**src/core/cwr_pkg.sv**
```systemverilog
// package for the configuration word decode and reset combiner
// assumes a single 20 MHz system clock; no imports are used anywhere
package cwr_pkg;
  // nonvolatile word locations (program memory addresses)
  localparam logic [15:0] CONFIG_WORD_ADDR = 16'h2007;
  localparam logic [15:0] CALIB_WORD_ADDR = 16'h2009;
  // configuration word field positions
  localparam int FCM_BIT = 11;
  localparam int SWITCHOVER_BIT = 10;
  localparam int BOR_SEL_HI = 9;
  localparam int BOR_SEL_LO = 8;
  localparam int DATA_PROT_BIT = 7;
  localparam int PROG_PROT_BIT = 6;
  localparam int PIN_EN_BIT = 5;
  localparam int POWERUP_DELAY_TIMER_DIS_BIT = 4;
  localparam int WDT_FORCE_BIT = 3;
  localparam int OSC_SEL_HI = 2;
  localparam int OSC_SEL_LO = 0;
  // erased word: every fuse unprogrammed reads one
  localparam logic [15:0] CONFIG_ERASED = 16'hffff;
  localparam logic [13:0] CALIB_ERASED = 14'h3fff;
  // brown-out select encodings
  typedef enum logic [1:0] {
    CWR_BOR_OFF = 2'h0,
    CWR_BOR_SOFT = 2'h1,
    CWR_BOR_RUN = 2'h2,
    CWR_BOR_ON = 2'h3
  } cwr_bor_t;
  // clock source encodings
  typedef enum logic [2:0] {
    CWR_OSC_LP = 3'h0,
    CWR_OSC_XT = 3'h1,
    CWR_OSC_HS = 3'h2,
    CWR_OSC_EC = 3'h3,
    CWR_OSC_INTIO = 3'h4,
    CWR_OSC_INTCLK = 3'h5,
    CWR_OSC_RESISTOR_CAP_OSC_NO_CLKOUT = 3'h6,
    CWR_OSC_RCCLK = 3'h7
  } cwr_osc_t;
  // reset pin filter: minimum accepted low pulse
  localparam int FILTER_NS = 2000;
  localparam int CLK_PERIOD_NS = 50;
  localparam int FILTER_CYCLES = (FILTER_NS + CLK_PERIOD_NS - 1) / CLK_PERIOD_NS;
  localparam int FILTER_W = 6;
  // release synchroniser depth
  localparam int REL_STAGES = 2;
  // reset kind codes reported with the flags
  typedef enum logic [2:0] {
    CWR_RK_POR = 3'h0,
    CWR_RK_BOR = 3'h1,
    CWR_RK_WDT = 3'h3,
    CWR_RK_PIN = 3'h2,
    CWR_RK_PIN_SLEEP = 3'h6,
    CWR_RK_WDT_WAKE = 3'h7
  } cwr_rk_t;
endpackage : cwr_pkg

```
**src/core/cwr_config_reset.sv**
```systemverilog
// configuration word decoder and chip reset combiner
// assumes: por_n comes from the analogue power-on cell and drives reset_n too;
// pin, watchdog and brown-out inputs are asynchronous and are synchronised here
//
// Summary of operation
// - programmed fuse reads zero, unprogrammed reads one
// - configuration word lives at 2007h, decoded there
// - bit 11 enables clock-failure monitor
// - bit 10 enables clock switchover mode
// - bits 9-8 select brown-out mode
// - bits 7/6 zero protect data/program memory
// - bit 4 one disables power-up delay timer
// - bit 3 forces watchdog, else software enable
// - internal/RC oscillator stops while pin reset
// - calibration word at 2009h survives bulk erase
// - reset events reset registers; some keep value
// - watchdog wake-up resumes, no register reset
// - timeout/powerdown flags record reset kind
// - reset pin filter rejects short pulses
// - watchdog reset never drives reset pin
// - pin enable zero: internal reset, pin input
// - pin enable one: reset input with pull-up
// - select 01: software bit gates brown-out
// - select 10: software bit ignored
// - power-on flag zero after power-on only
`timescale 1ns/100ps
`default_nettype none
module cwr_config_reset (
  input wire logic sys_clk,
  input wire logic reset_n,
  // programmer interface to the nonvolatile words
  input wire logic prog_we,
  input wire logic [15:0] prog_addr,
  input wire logic [15:0] prog_wdata,
  input wire logic prog_bulk_erase,
  output logic [15:0] prog_rdata,
  // shared reset pin, sampled asynchronously
  input wire logic shared_input_pin,
  // reset sources and core state
  input wire logic brownout_detect,
  input wire logic watchdog_timeout,
  input wire logic core_sleeping,
  input wire logic soft_brownout_enable,
  input wire logic soft_watchdog_enable,
  input wire logic por_flag_write,
  input wire logic por_flag_wdata,
  input wire logic status_clear,
  // decoded options
  output logic clock_fail_monitor_enable,
  output logic clock_switchover_enable,
  output logic brownout_active,
  output logic data_read_protect,
  output logic prog_read_protect,
  output logic data_eeprom_erase,
  output logic powerup_delay_enable,
  output logic watchdog_active,
  output logic [2:0] clock_mode,
  output logic osc_in_pin_is_io,
  output logic osc_out_pin_is_io,
  output logic clkout_enable,
  output logic internal_osc_stop,
  output logic pin_pullup_enable,
  output logic pin_reset_drive_oe_n,
  output logic pin_digital_in,
  output logic [13:0] calib_word,
  // reset outputs and status
  output logic chip_reset_n,
  output logic wake_resume,
  output logic timeout_flag_n,
  output logic powerdown_flag_n,
  output logic por_flag_n,
  output logic [2:0] reset_kind
);

  logic [15:0] cfg_ff; // configuration fuses, unprogrammed = one
  logic [13:0] cal_ff; // calibration fuses
  logic [1:0] pin_sync_ff; // reset pin synchroniser
  logic [1:0] wdt_sync_ff; // watchdog timeout synchroniser
  logic [1:0] bod_sync_ff; // brown-out detect synchroniser
  logic [1:0] slp_sync_ff; // sleep state, same clock, registered
  // filter width and limit come first: the counter below is sized by them
  localparam int FILTER_W_L = cwr_pkg::FILTER_W;
  localparam logic [FILTER_W_L-1:0] FILTER_MAX = FILTER_W_L'(cwr_pkg::FILTER_CYCLES);
  logic [FILTER_W_L-1:0] flt_cnt_ff; // low pulse width counter
  logic pin_rst_ff; // filtered pin reset request
  logic [cwr_pkg::REL_STAGES-1:0] rel_ff; // release shift chain
  logic src_rst; // any active reset source
  logic bor_en; // brown-out gate after mode decode
  logic wdt_en; // watchdog gate
  logic erase_ff;
  logic to_ff;
  logic pd_ff;
  logic por_ff;
  logic [2:0] kind_ff;
  logic wake_ff;
  logic wdt_seen_ff; // edge detect on synchronised watchdog

  // field extractors used by several decodes
  function automatic logic [1:0] cwr_bor_field(input logic [15:0] w);
    cwr_bor_field = w[cwr_pkg::BOR_SEL_HI:cwr_pkg::BOR_SEL_LO];
  endfunction : cwr_bor_field

  function automatic logic cwr_is_int_or_rc(input logic [2:0] m);
    cwr_is_int_or_rc = (m >= cwr_pkg::CWR_OSC_INTIO);
  endfunction : cwr_is_int_or_rc

  // fuse store: programmer writes load the whole word, erase returns to ones
  always_ff @(posedge sys_clk or negedge reset_n)
  begin
    if (!reset_n)
    begin
      cfg_ff <= cwr_pkg::CONFIG_ERASED;
      erase_ff <= 1'b0;
    end
    else
    begin
      erase_ff <= 1'b0;
      if (prog_bulk_erase)
      begin
        cfg_ff <= cwr_pkg::CONFIG_ERASED;
        erase_ff <= !cfg_ff[cwr_pkg::DATA_PROT_BIT];
      end
      else if (prog_we && prog_addr == cwr_pkg::CONFIG_WORD_ADDR)
      begin
        cfg_ff <= prog_wdata;
        // protection going from on to off wipes the data memory
        erase_ff <= !cfg_ff[cwr_pkg::DATA_PROT_BIT] && prog_wdata[cwr_pkg::DATA_PROT_BIT];
      end
    end
  end

  // calibration word: untouched by bulk erase
  always_ff @(posedge sys_clk or negedge reset_n)
  begin
    if (!reset_n)
      cal_ff <= cwr_pkg::CALIB_ERASED;
    else if (prog_we && prog_addr == cwr_pkg::CALIB_WORD_ADDR)
      cal_ff <= prog_wdata[13:0];
  end

  // programmer readback; other addresses read zero
  always_ff @(posedge sys_clk or negedge reset_n)
  begin
    if (!reset_n)
      prog_rdata <= 16'h0000;
    else if (prog_addr == cwr_pkg::CONFIG_WORD_ADDR)
      prog_rdata <= cfg_ff;
    else if (prog_addr == cwr_pkg::CALIB_WORD_ADDR)
      prog_rdata <= {2'h0, cal_ff};
    else
      prog_rdata <= 16'h0000;
  end

  // input synchronisers; first stage read only by the second
  always_ff @(posedge sys_clk or negedge reset_n)
  begin
    if (!reset_n)
    begin
      pin_sync_ff <= 2'h3;
      wdt_sync_ff <= 2'h0;
      bod_sync_ff <= 2'h0;
      slp_sync_ff <= 2'h0;
    end
    else
    begin
      pin_sync_ff <= {pin_sync_ff[0], shared_input_pin};
      wdt_sync_ff <= {wdt_sync_ff[0], watchdog_timeout};
      bod_sync_ff <= {bod_sync_ff[0], brownout_detect};
      slp_sync_ff <= {slp_sync_ff[0], core_sleeping};
    end
  end

  // brown-out and watchdog gating from the decoded mode
  always_comb
  begin
    unique case (cwr_bor_field(cfg_ff))
      cwr_pkg::CWR_BOR_ON: bor_en = 1'b1;
      cwr_pkg::CWR_BOR_RUN: bor_en = !slp_sync_ff[1];
      cwr_pkg::CWR_BOR_SOFT: bor_en = soft_brownout_enable;
      cwr_pkg::CWR_BOR_OFF: bor_en = 1'b0;
    endcase
    wdt_en = cfg_ff[cwr_pkg::WDT_FORCE_BIT] || soft_watchdog_enable;
  end

  // noise filter: pin must stay low for the full count
  always_ff @(posedge sys_clk or negedge reset_n)
  begin
    if (!reset_n)
    begin
      flt_cnt_ff <= '0;
      pin_rst_ff <= 1'b0;
    end
    else if (!cfg_ff[cwr_pkg::PIN_EN_BIT] || pin_sync_ff[1])
    begin
      // pin released or function tied off: restart the count
      flt_cnt_ff <= '0;
      pin_rst_ff <= 1'b0;
    end
    else if (flt_cnt_ff < FILTER_MAX)
      flt_cnt_ff <= flt_cnt_ff + 1'b1;
    else
      pin_rst_ff <= 1'b1;
  end

  // watchdog event: reset while running, wake-up while sleeping
  always_ff @(posedge sys_clk or negedge reset_n)
  begin
    if (!reset_n)
      wdt_seen_ff <= 1'b0;
    else
      wdt_seen_ff <= wdt_sync_ff[1];
  end

  // combined source; wake-up is not a reset source
  assign src_rst = pin_rst_ff || (bor_en && bod_sync_ff[1])
    || (wdt_en && wdt_sync_ff[1] && !slp_sync_ff[1]);

  // async assert on reset_n, clocked assert on a reset source, sync release of the chip reset
  always_ff @(posedge sys_clk or negedge reset_n)
  begin
    if (!reset_n)
      rel_ff <= '0;
    else if (src_rst)
      rel_ff <= '0;
    else
      rel_ff <= {rel_ff[cwr_pkg::REL_STAGES-2:0], 1'b1};
  end

  // status flags per reset kind; active low like the originals
  always_ff @(posedge sys_clk or negedge reset_n)
  begin
    if (!reset_n)
    begin
      to_ff <= 1'b1;
      pd_ff <= 1'b1;
      por_ff <= 1'b0;
      kind_ff <= cwr_pkg::CWR_RK_POR;
      wake_ff <= 1'b0;
    end
    else
    begin
      wake_ff <= 1'b0;
      if (wdt_en && wdt_sync_ff[1] && !wdt_seen_ff && slp_sync_ff[1])
      begin
        to_ff <= 1'b0;
        pd_ff <= 1'b0;
        wake_ff <= 1'b1;
        kind_ff <= cwr_pkg::CWR_RK_WDT_WAKE;
      end
      else if (wdt_en && wdt_sync_ff[1] && !wdt_seen_ff)
      begin
        to_ff <= 1'b0;
        kind_ff <= cwr_pkg::CWR_RK_WDT;
      end
      else if (bor_en && bod_sync_ff[1])
      begin
        to_ff <= 1'b1;
        pd_ff <= 1'b1;
        kind_ff <= cwr_pkg::CWR_RK_BOR;
      end
      else if (pin_rst_ff && slp_sync_ff[1])
      begin
        to_ff <= 1'b1;
        pd_ff <= 1'b0;
        kind_ff <= cwr_pkg::CWR_RK_PIN_SLEEP;
      end
      else if (pin_rst_ff)
        kind_ff <= cwr_pkg::CWR_RK_PIN; // flags unchanged
      else if (status_clear)
      begin
        // software acknowledge restores both flags
        to_ff <= 1'b1;
        pd_ff <= 1'b1;
      end
      // power-on flag kept on all but power-on; software sets it
      if (por_flag_write)
        por_ff <= por_flag_wdata;
    end
  end

  // registered decode outputs
  always_ff @(posedge sys_clk or negedge reset_n)
  begin
    if (!reset_n)
    begin
      clock_fail_monitor_enable <= 1'b0;
      clock_switchover_enable <= 1'b0;
      brownout_active <= 1'b0;
      data_read_protect <= 1'b0;
      prog_read_protect <= 1'b0;
      data_eeprom_erase <= 1'b0;
      powerup_delay_enable <= 1'b0;
      watchdog_active <= 1'b0;
      clock_mode <= cwr_pkg::CWR_OSC_RCCLK;
      osc_in_pin_is_io <= 1'b0;
      osc_out_pin_is_io <= 1'b0;
      clkout_enable <= 1'b0;
      internal_osc_stop <= 1'b0;
      pin_pullup_enable <= 1'b0;
      pin_reset_drive_oe_n <= 1'b1;
      pin_digital_in <= 1'b1;
      calib_word <= cwr_pkg::CALIB_ERASED;
      chip_reset_n <= 1'b0;
      wake_resume <= 1'b0;
      timeout_flag_n <= 1'b1;
      powerdown_flag_n <= 1'b1;
      por_flag_n <= 1'b0;
      reset_kind <= cwr_pkg::CWR_RK_POR;
    end
    else
    begin
      clock_fail_monitor_enable <= cfg_ff[cwr_pkg::FCM_BIT];
      clock_switchover_enable <= cfg_ff[cwr_pkg::SWITCHOVER_BIT];
      brownout_active <= bor_en;
      data_read_protect <= !cfg_ff[cwr_pkg::DATA_PROT_BIT];
      prog_read_protect <= !cfg_ff[cwr_pkg::PROG_PROT_BIT];
      data_eeprom_erase <= erase_ff;
      powerup_delay_enable <= !cfg_ff[cwr_pkg::POWERUP_DELAY_TIMER_DIS_BIT];
      watchdog_active <= wdt_en;
      clock_mode <= cfg_ff[cwr_pkg::OSC_SEL_HI:cwr_pkg::OSC_SEL_LO];
      // input pin is a plain io only for internal oscillator modes
      osc_in_pin_is_io <= cfg_ff[2:1] == 2'h2;
      // output pin is io in ec, and the no-clkout internal/rc modes
      osc_out_pin_is_io <= cfg_ff[2:0] == cwr_pkg::CWR_OSC_EC
        || cfg_ff[2:0] == cwr_pkg::CWR_OSC_INTIO
        || cfg_ff[2:0] == cwr_pkg::CWR_OSC_RESISTOR_CAP_OSC_NO_CLKOUT;
      clkout_enable <= cfg_ff[2:0] == cwr_pkg::CWR_OSC_INTCLK
        || cfg_ff[2:0] == cwr_pkg::CWR_OSC_RCCLK;
      internal_osc_stop <= pin_rst_ff && cwr_is_int_or_rc(cfg_ff[2:0]);
      pin_pullup_enable <= cfg_ff[cwr_pkg::PIN_EN_BIT];
      pin_reset_drive_oe_n <= 1'b1;
      pin_digital_in <= cfg_ff[cwr_pkg::PIN_EN_BIT] ? 1'b1 : pin_sync_ff[1];
      calib_word <= cal_ff;
      chip_reset_n <= rel_ff[cwr_pkg::REL_STAGES-1] && !src_rst;
      wake_resume <= wake_ff;
      timeout_flag_n <= to_ff;
      powerdown_flag_n <= pd_ff;
      por_flag_n <= por_ff;
      reset_kind <= kind_ff;
    end
  end

endmodule : cwr_config_reset
`default_nettype wire

```
**config.mk**
```make
export PLATFORM = sky130hd
export DESIGN_NAME = cwr_config_reset
export DESIGN_NICKNAME = d
export VERILOG_FILES = /design/src/core/cwr_pkg.sv /design/src/core/cwr_config_reset.sv
export SDC_FILE = /design/constraint.sdc
export NUM_CORES = 1
export LEC_CHECK = 0
export ABC_CLOCK_PERIOD_IN_PS = 4750
export BUFFER_PORTS_ARGS = -buffer_cell sky130_fd_sc_hd__buf_2
export CAP_MARGIN = 20
export CORE_UTILIZATION = 30
export CTS_BUF_LIST = sky130_fd_sc_hd__clkbuf_2 sky130_fd_sc_hd__clkbuf_4 sky130_fd_sc_hd__clkbuf_8
export CTS_CLUSTER_SIZE = 28
export DETAILED_ROUTE_END_ITERATION = 10
export PLACE_DENSITY_LB_ADDON = 0.15
export RECOVER_POWER = 25
export SLEW_MARGIN = 20
export SYNTH_ARGS = -nofsm -noshare
export SYNTH_HDL_FRONTEND = slang
export SYNTH_SLANG_ARGS = --single-unit
```
**constraint.sdc**
```tcl
create_clock -name sys_clk -period 4.75 [get_ports sys_clk]
set_clock_uncertainty 0.15 [all_clocks]
set_input_delay 0.7125 -clock sys_clk [delete_from_list [all_inputs] [get_ports sys_clk]]
set_output_delay 0.7125 -clock sys_clk [all_outputs]
set_load 0.01 [all_outputs]
```
==> impl_metrics.tcl <==
set metrics [dict create \
    power.density_nw_per_um2 347 \
    stdcell_count 567 \
    cts_buffers 9 \
    drc 0 \
    crit_required_ps 5080 \
    p_leak_nw 2.28 \
    drive_above_1_share_pct 41.3 \
    crit_family "buffers and inverters" \
    cts_buffer_depth 2 \
    synth_edf_count 0 \
    antenna_found_initial 0 \
    cp.arrival_ps 2740 \
    multi_input_area_sq_um 1060 \
    worst_slew_pin_slew_ps 2080 \
    crit_type "input pin to asynchronous set/reset pin" \
    yosysTopAreaCellShare_pct 35.7 \
    io_buffers 99 \
    tns_ps 0 \
    synth_seq_cells 111 \
    ant_nets 0 \
    grt_setup_unrepaired "no" \
    setup_violations 0 \
    setup_ws_ps 2340 \
    start_util_pct 31.2 \
    wl_mm 8.76 \
    syn_nets 337 \
    synth_area_sq_um 4000 \
    netlist_top_cells_area "dfrtp_1, dfstp_2, mux2_4" \
    dieArea_sq_um 13800 \
    die_h_microns 117 \
    fin_crit_sh_pct 50.7 \
    path_buf_inv 2 \
    drv_slew 86 \
    ys_async_sr_fraction_pct 100 \
    grt_pass1_vias 2712 \
    die_w_microns 117 \
    seq_area_sq_um 2850 \
    rows 41 \
    cts_root_buf "clkbuf_8" \
    ctsHoldBuffers 0 \
    cts.clk_slew.worst_paths_ps 90 \
    ys.flop_type "dfrtp_1" \
    crit_slowest_cell "clkbuf_2" \
    hold_viol_final 0 \
    clkSinkCount 111 \
    setup.worst_path.start_class "input pin" \
    grt_start_max_net_pins 86 \
    area_growth_pct 22.4 \
    htree_levels 3 \
    place.gp.congestion 0.805 \
    yosysUniqueCellTypes 41 \
    cts_tree "done" \
    wl_per_cell_microns 15.4 \
    yosysTopAreaCell "dfrtp_1" \
    clk_latency_ps 370 \
    n_antenna_cell 0 \
    drtPass1Iterations 4 \
    ys_seq_area_share_pct 71.2 \
    hpwl_mm 5.75 \
    overflow 0 \
    post_cts_resized 0 \
    netlist_instances 291 \
    post-place-cells 551 \
    relSlewSlack_pct -39.0 \
    end_kind "asynchronous set/reset pin" \
    cpPeakStageDelay_ps 1440 \
    cap_violations 1 \
    fmax_mhz 415 \
    total_power_mw 1.70 \
    avgSynthCellArea_sq_um 13.7 \
    synth-warning-count 0 \
    ios 101 \
    viasPerCell 4.41 \
    min_period_ps 2410 \
    core-area_sq_um 12800 \
    drt_iter0_markers 143 \
    grt_pass1_wl_mm 14.5 \
    fillers 1301 \
    vias 2500 \
    violations "capacitance limit, slew limit" \
    path_cells "clkbuf_2 -> buf_4" \
    dpl_worst_slack_ps 1940 \
    max-vdd-ir-drop_uv 141 \
    min_path_type "register to register" \
    track_usage_pct 13.7 \
    final_util_pct 38.2 \
    nets 436 \
    worst-path-max-fanout 85 \
    status "finished, violations left" \
    cts_setup_buffers 0 \
]
synthesized netlist by cell type (2+ instances only):
library cell / n
dfrtp_1: 57
dfstp_2: 54
nor2_1: 31
nand2_1: 20
o21ai_0: 20
a31oi_1: 16
a22oi_1: 14
mux2_4: 10
clkbuf_1: 9
inv_1: 7
and2_1: 6
mux2_1: 4
a211o_1: 3
a21oi_1: 3
nor3b_1: 3
buf_6: 2
mux2i_1: 2
nand4_1: 2
nor2b_1: 2
nor3_1: 2
o22ai_1: 2
or2_2: 2
xor2_1: 2
logic make-up after synthesis:
logic type,Yosys count,share of synthesized area [%]
fa+ha+maj,1,0.313
flops,111,71.2
mux,17,5.66
simple gates,79,10.5
buf+inv,20,2.38
xor+xnor,3,0.657
compound gates,59,9.20
other cells,1,0.0938
metrics by stage:
| step | hold slack [ps] | cell area (sq um) |
|---|---|---|
| floorplan | 181 | 4000 |
| global placement | 186 | 4660 |
| detailed placement | 185 | 4660 |
| CTS | 209 | 4900 |
| global route | 212 | 4890 |
| finish | 207 | 4890 |
worst paths after layout:
path | startpoint | endpoint | slack (ps) | cells after the start
min in group asynchronous | reset_n | por_flag_n$_DFF_PN0_ | 770 | 1
max reg2reg | cfg_ff[8]$_DFFE_PN1P_ | chip_reset_n$_DFF_PN0_ | 2880 | 4
max in group sys_clk | prog_addr[12] | cal_ff[1]$_DFFE_PN1P_ | 2350 | 5
min | wake_ff$_DFF_PN0_ | wake_resume$_DFF_PN0_ | 210 | 0
max | reset_n | calib_word[12]$_DFF_PN1_ | 2340 | 2
min reg2reg | wake_ff$_DFF_PN0_ | wake_resume$_DFF_PN0_ | 210 | 0
layout by cell type, fill, tap and decap left out, drive strengths merged, types with 3 or more instances in the layout:
master / synthesis / layout
a211o: 3 / 3
a22oi: 14 / 14
and2: 6 / 6
mux2: 15 / 15
buf: 4 / 99
a21oi: 3 / 3
dfrtp: 57 / 57
dfstp: 54 / 54
o21ai: 20 / 20
nor2: 31 / 31
clkbuf: 9 / 15
a31oi: 16 / 16
inv: 7 / 7
nor3b: 4 / 4
nand2: 21 / 21
power by group:
group          total [mW]  leakage, nW  internal, mW  switching [mW]
combinational      0.0822        0.884        0.0307          0.0515
clock               0.647        0.123         0.346           0.301
sequential          0.969         1.27         0.962         0.00668
per-layer routing:
metal  up-vias  track usage, %  wire [microns]
li1       1194               -               -
met1      1217            18.4            4140
met2        81            20.8            4000
met3         8            4.84             477
met4         0            4.49             143
met5         -               0               0
registers in the layout, indices dropped and copies added (netlist names), 2 cells and up:
name and flops:
wdt_sync_ff 2, kind_ff 3, flt_cnt_ff 6, reset_kind 3
clock_mode 3, cal_ff 14, cfg_ff 16, rel_ff 2
calib_word 14, prog_rdata 16, bod_sync_ff 2, slp_sync_ff 2
pin_sync_ff 2
cell type report:
class	instances	area share, %
sequential	111	58.1
multi-input combinational	160	21.7
timing repair buffer	101	10.4
tap	172	4.40
clock buffer	13	3.53
clock inverter	3	1.33
inverter	7	0.537
No activity file was read; power rests on OpenSTA's default activity.
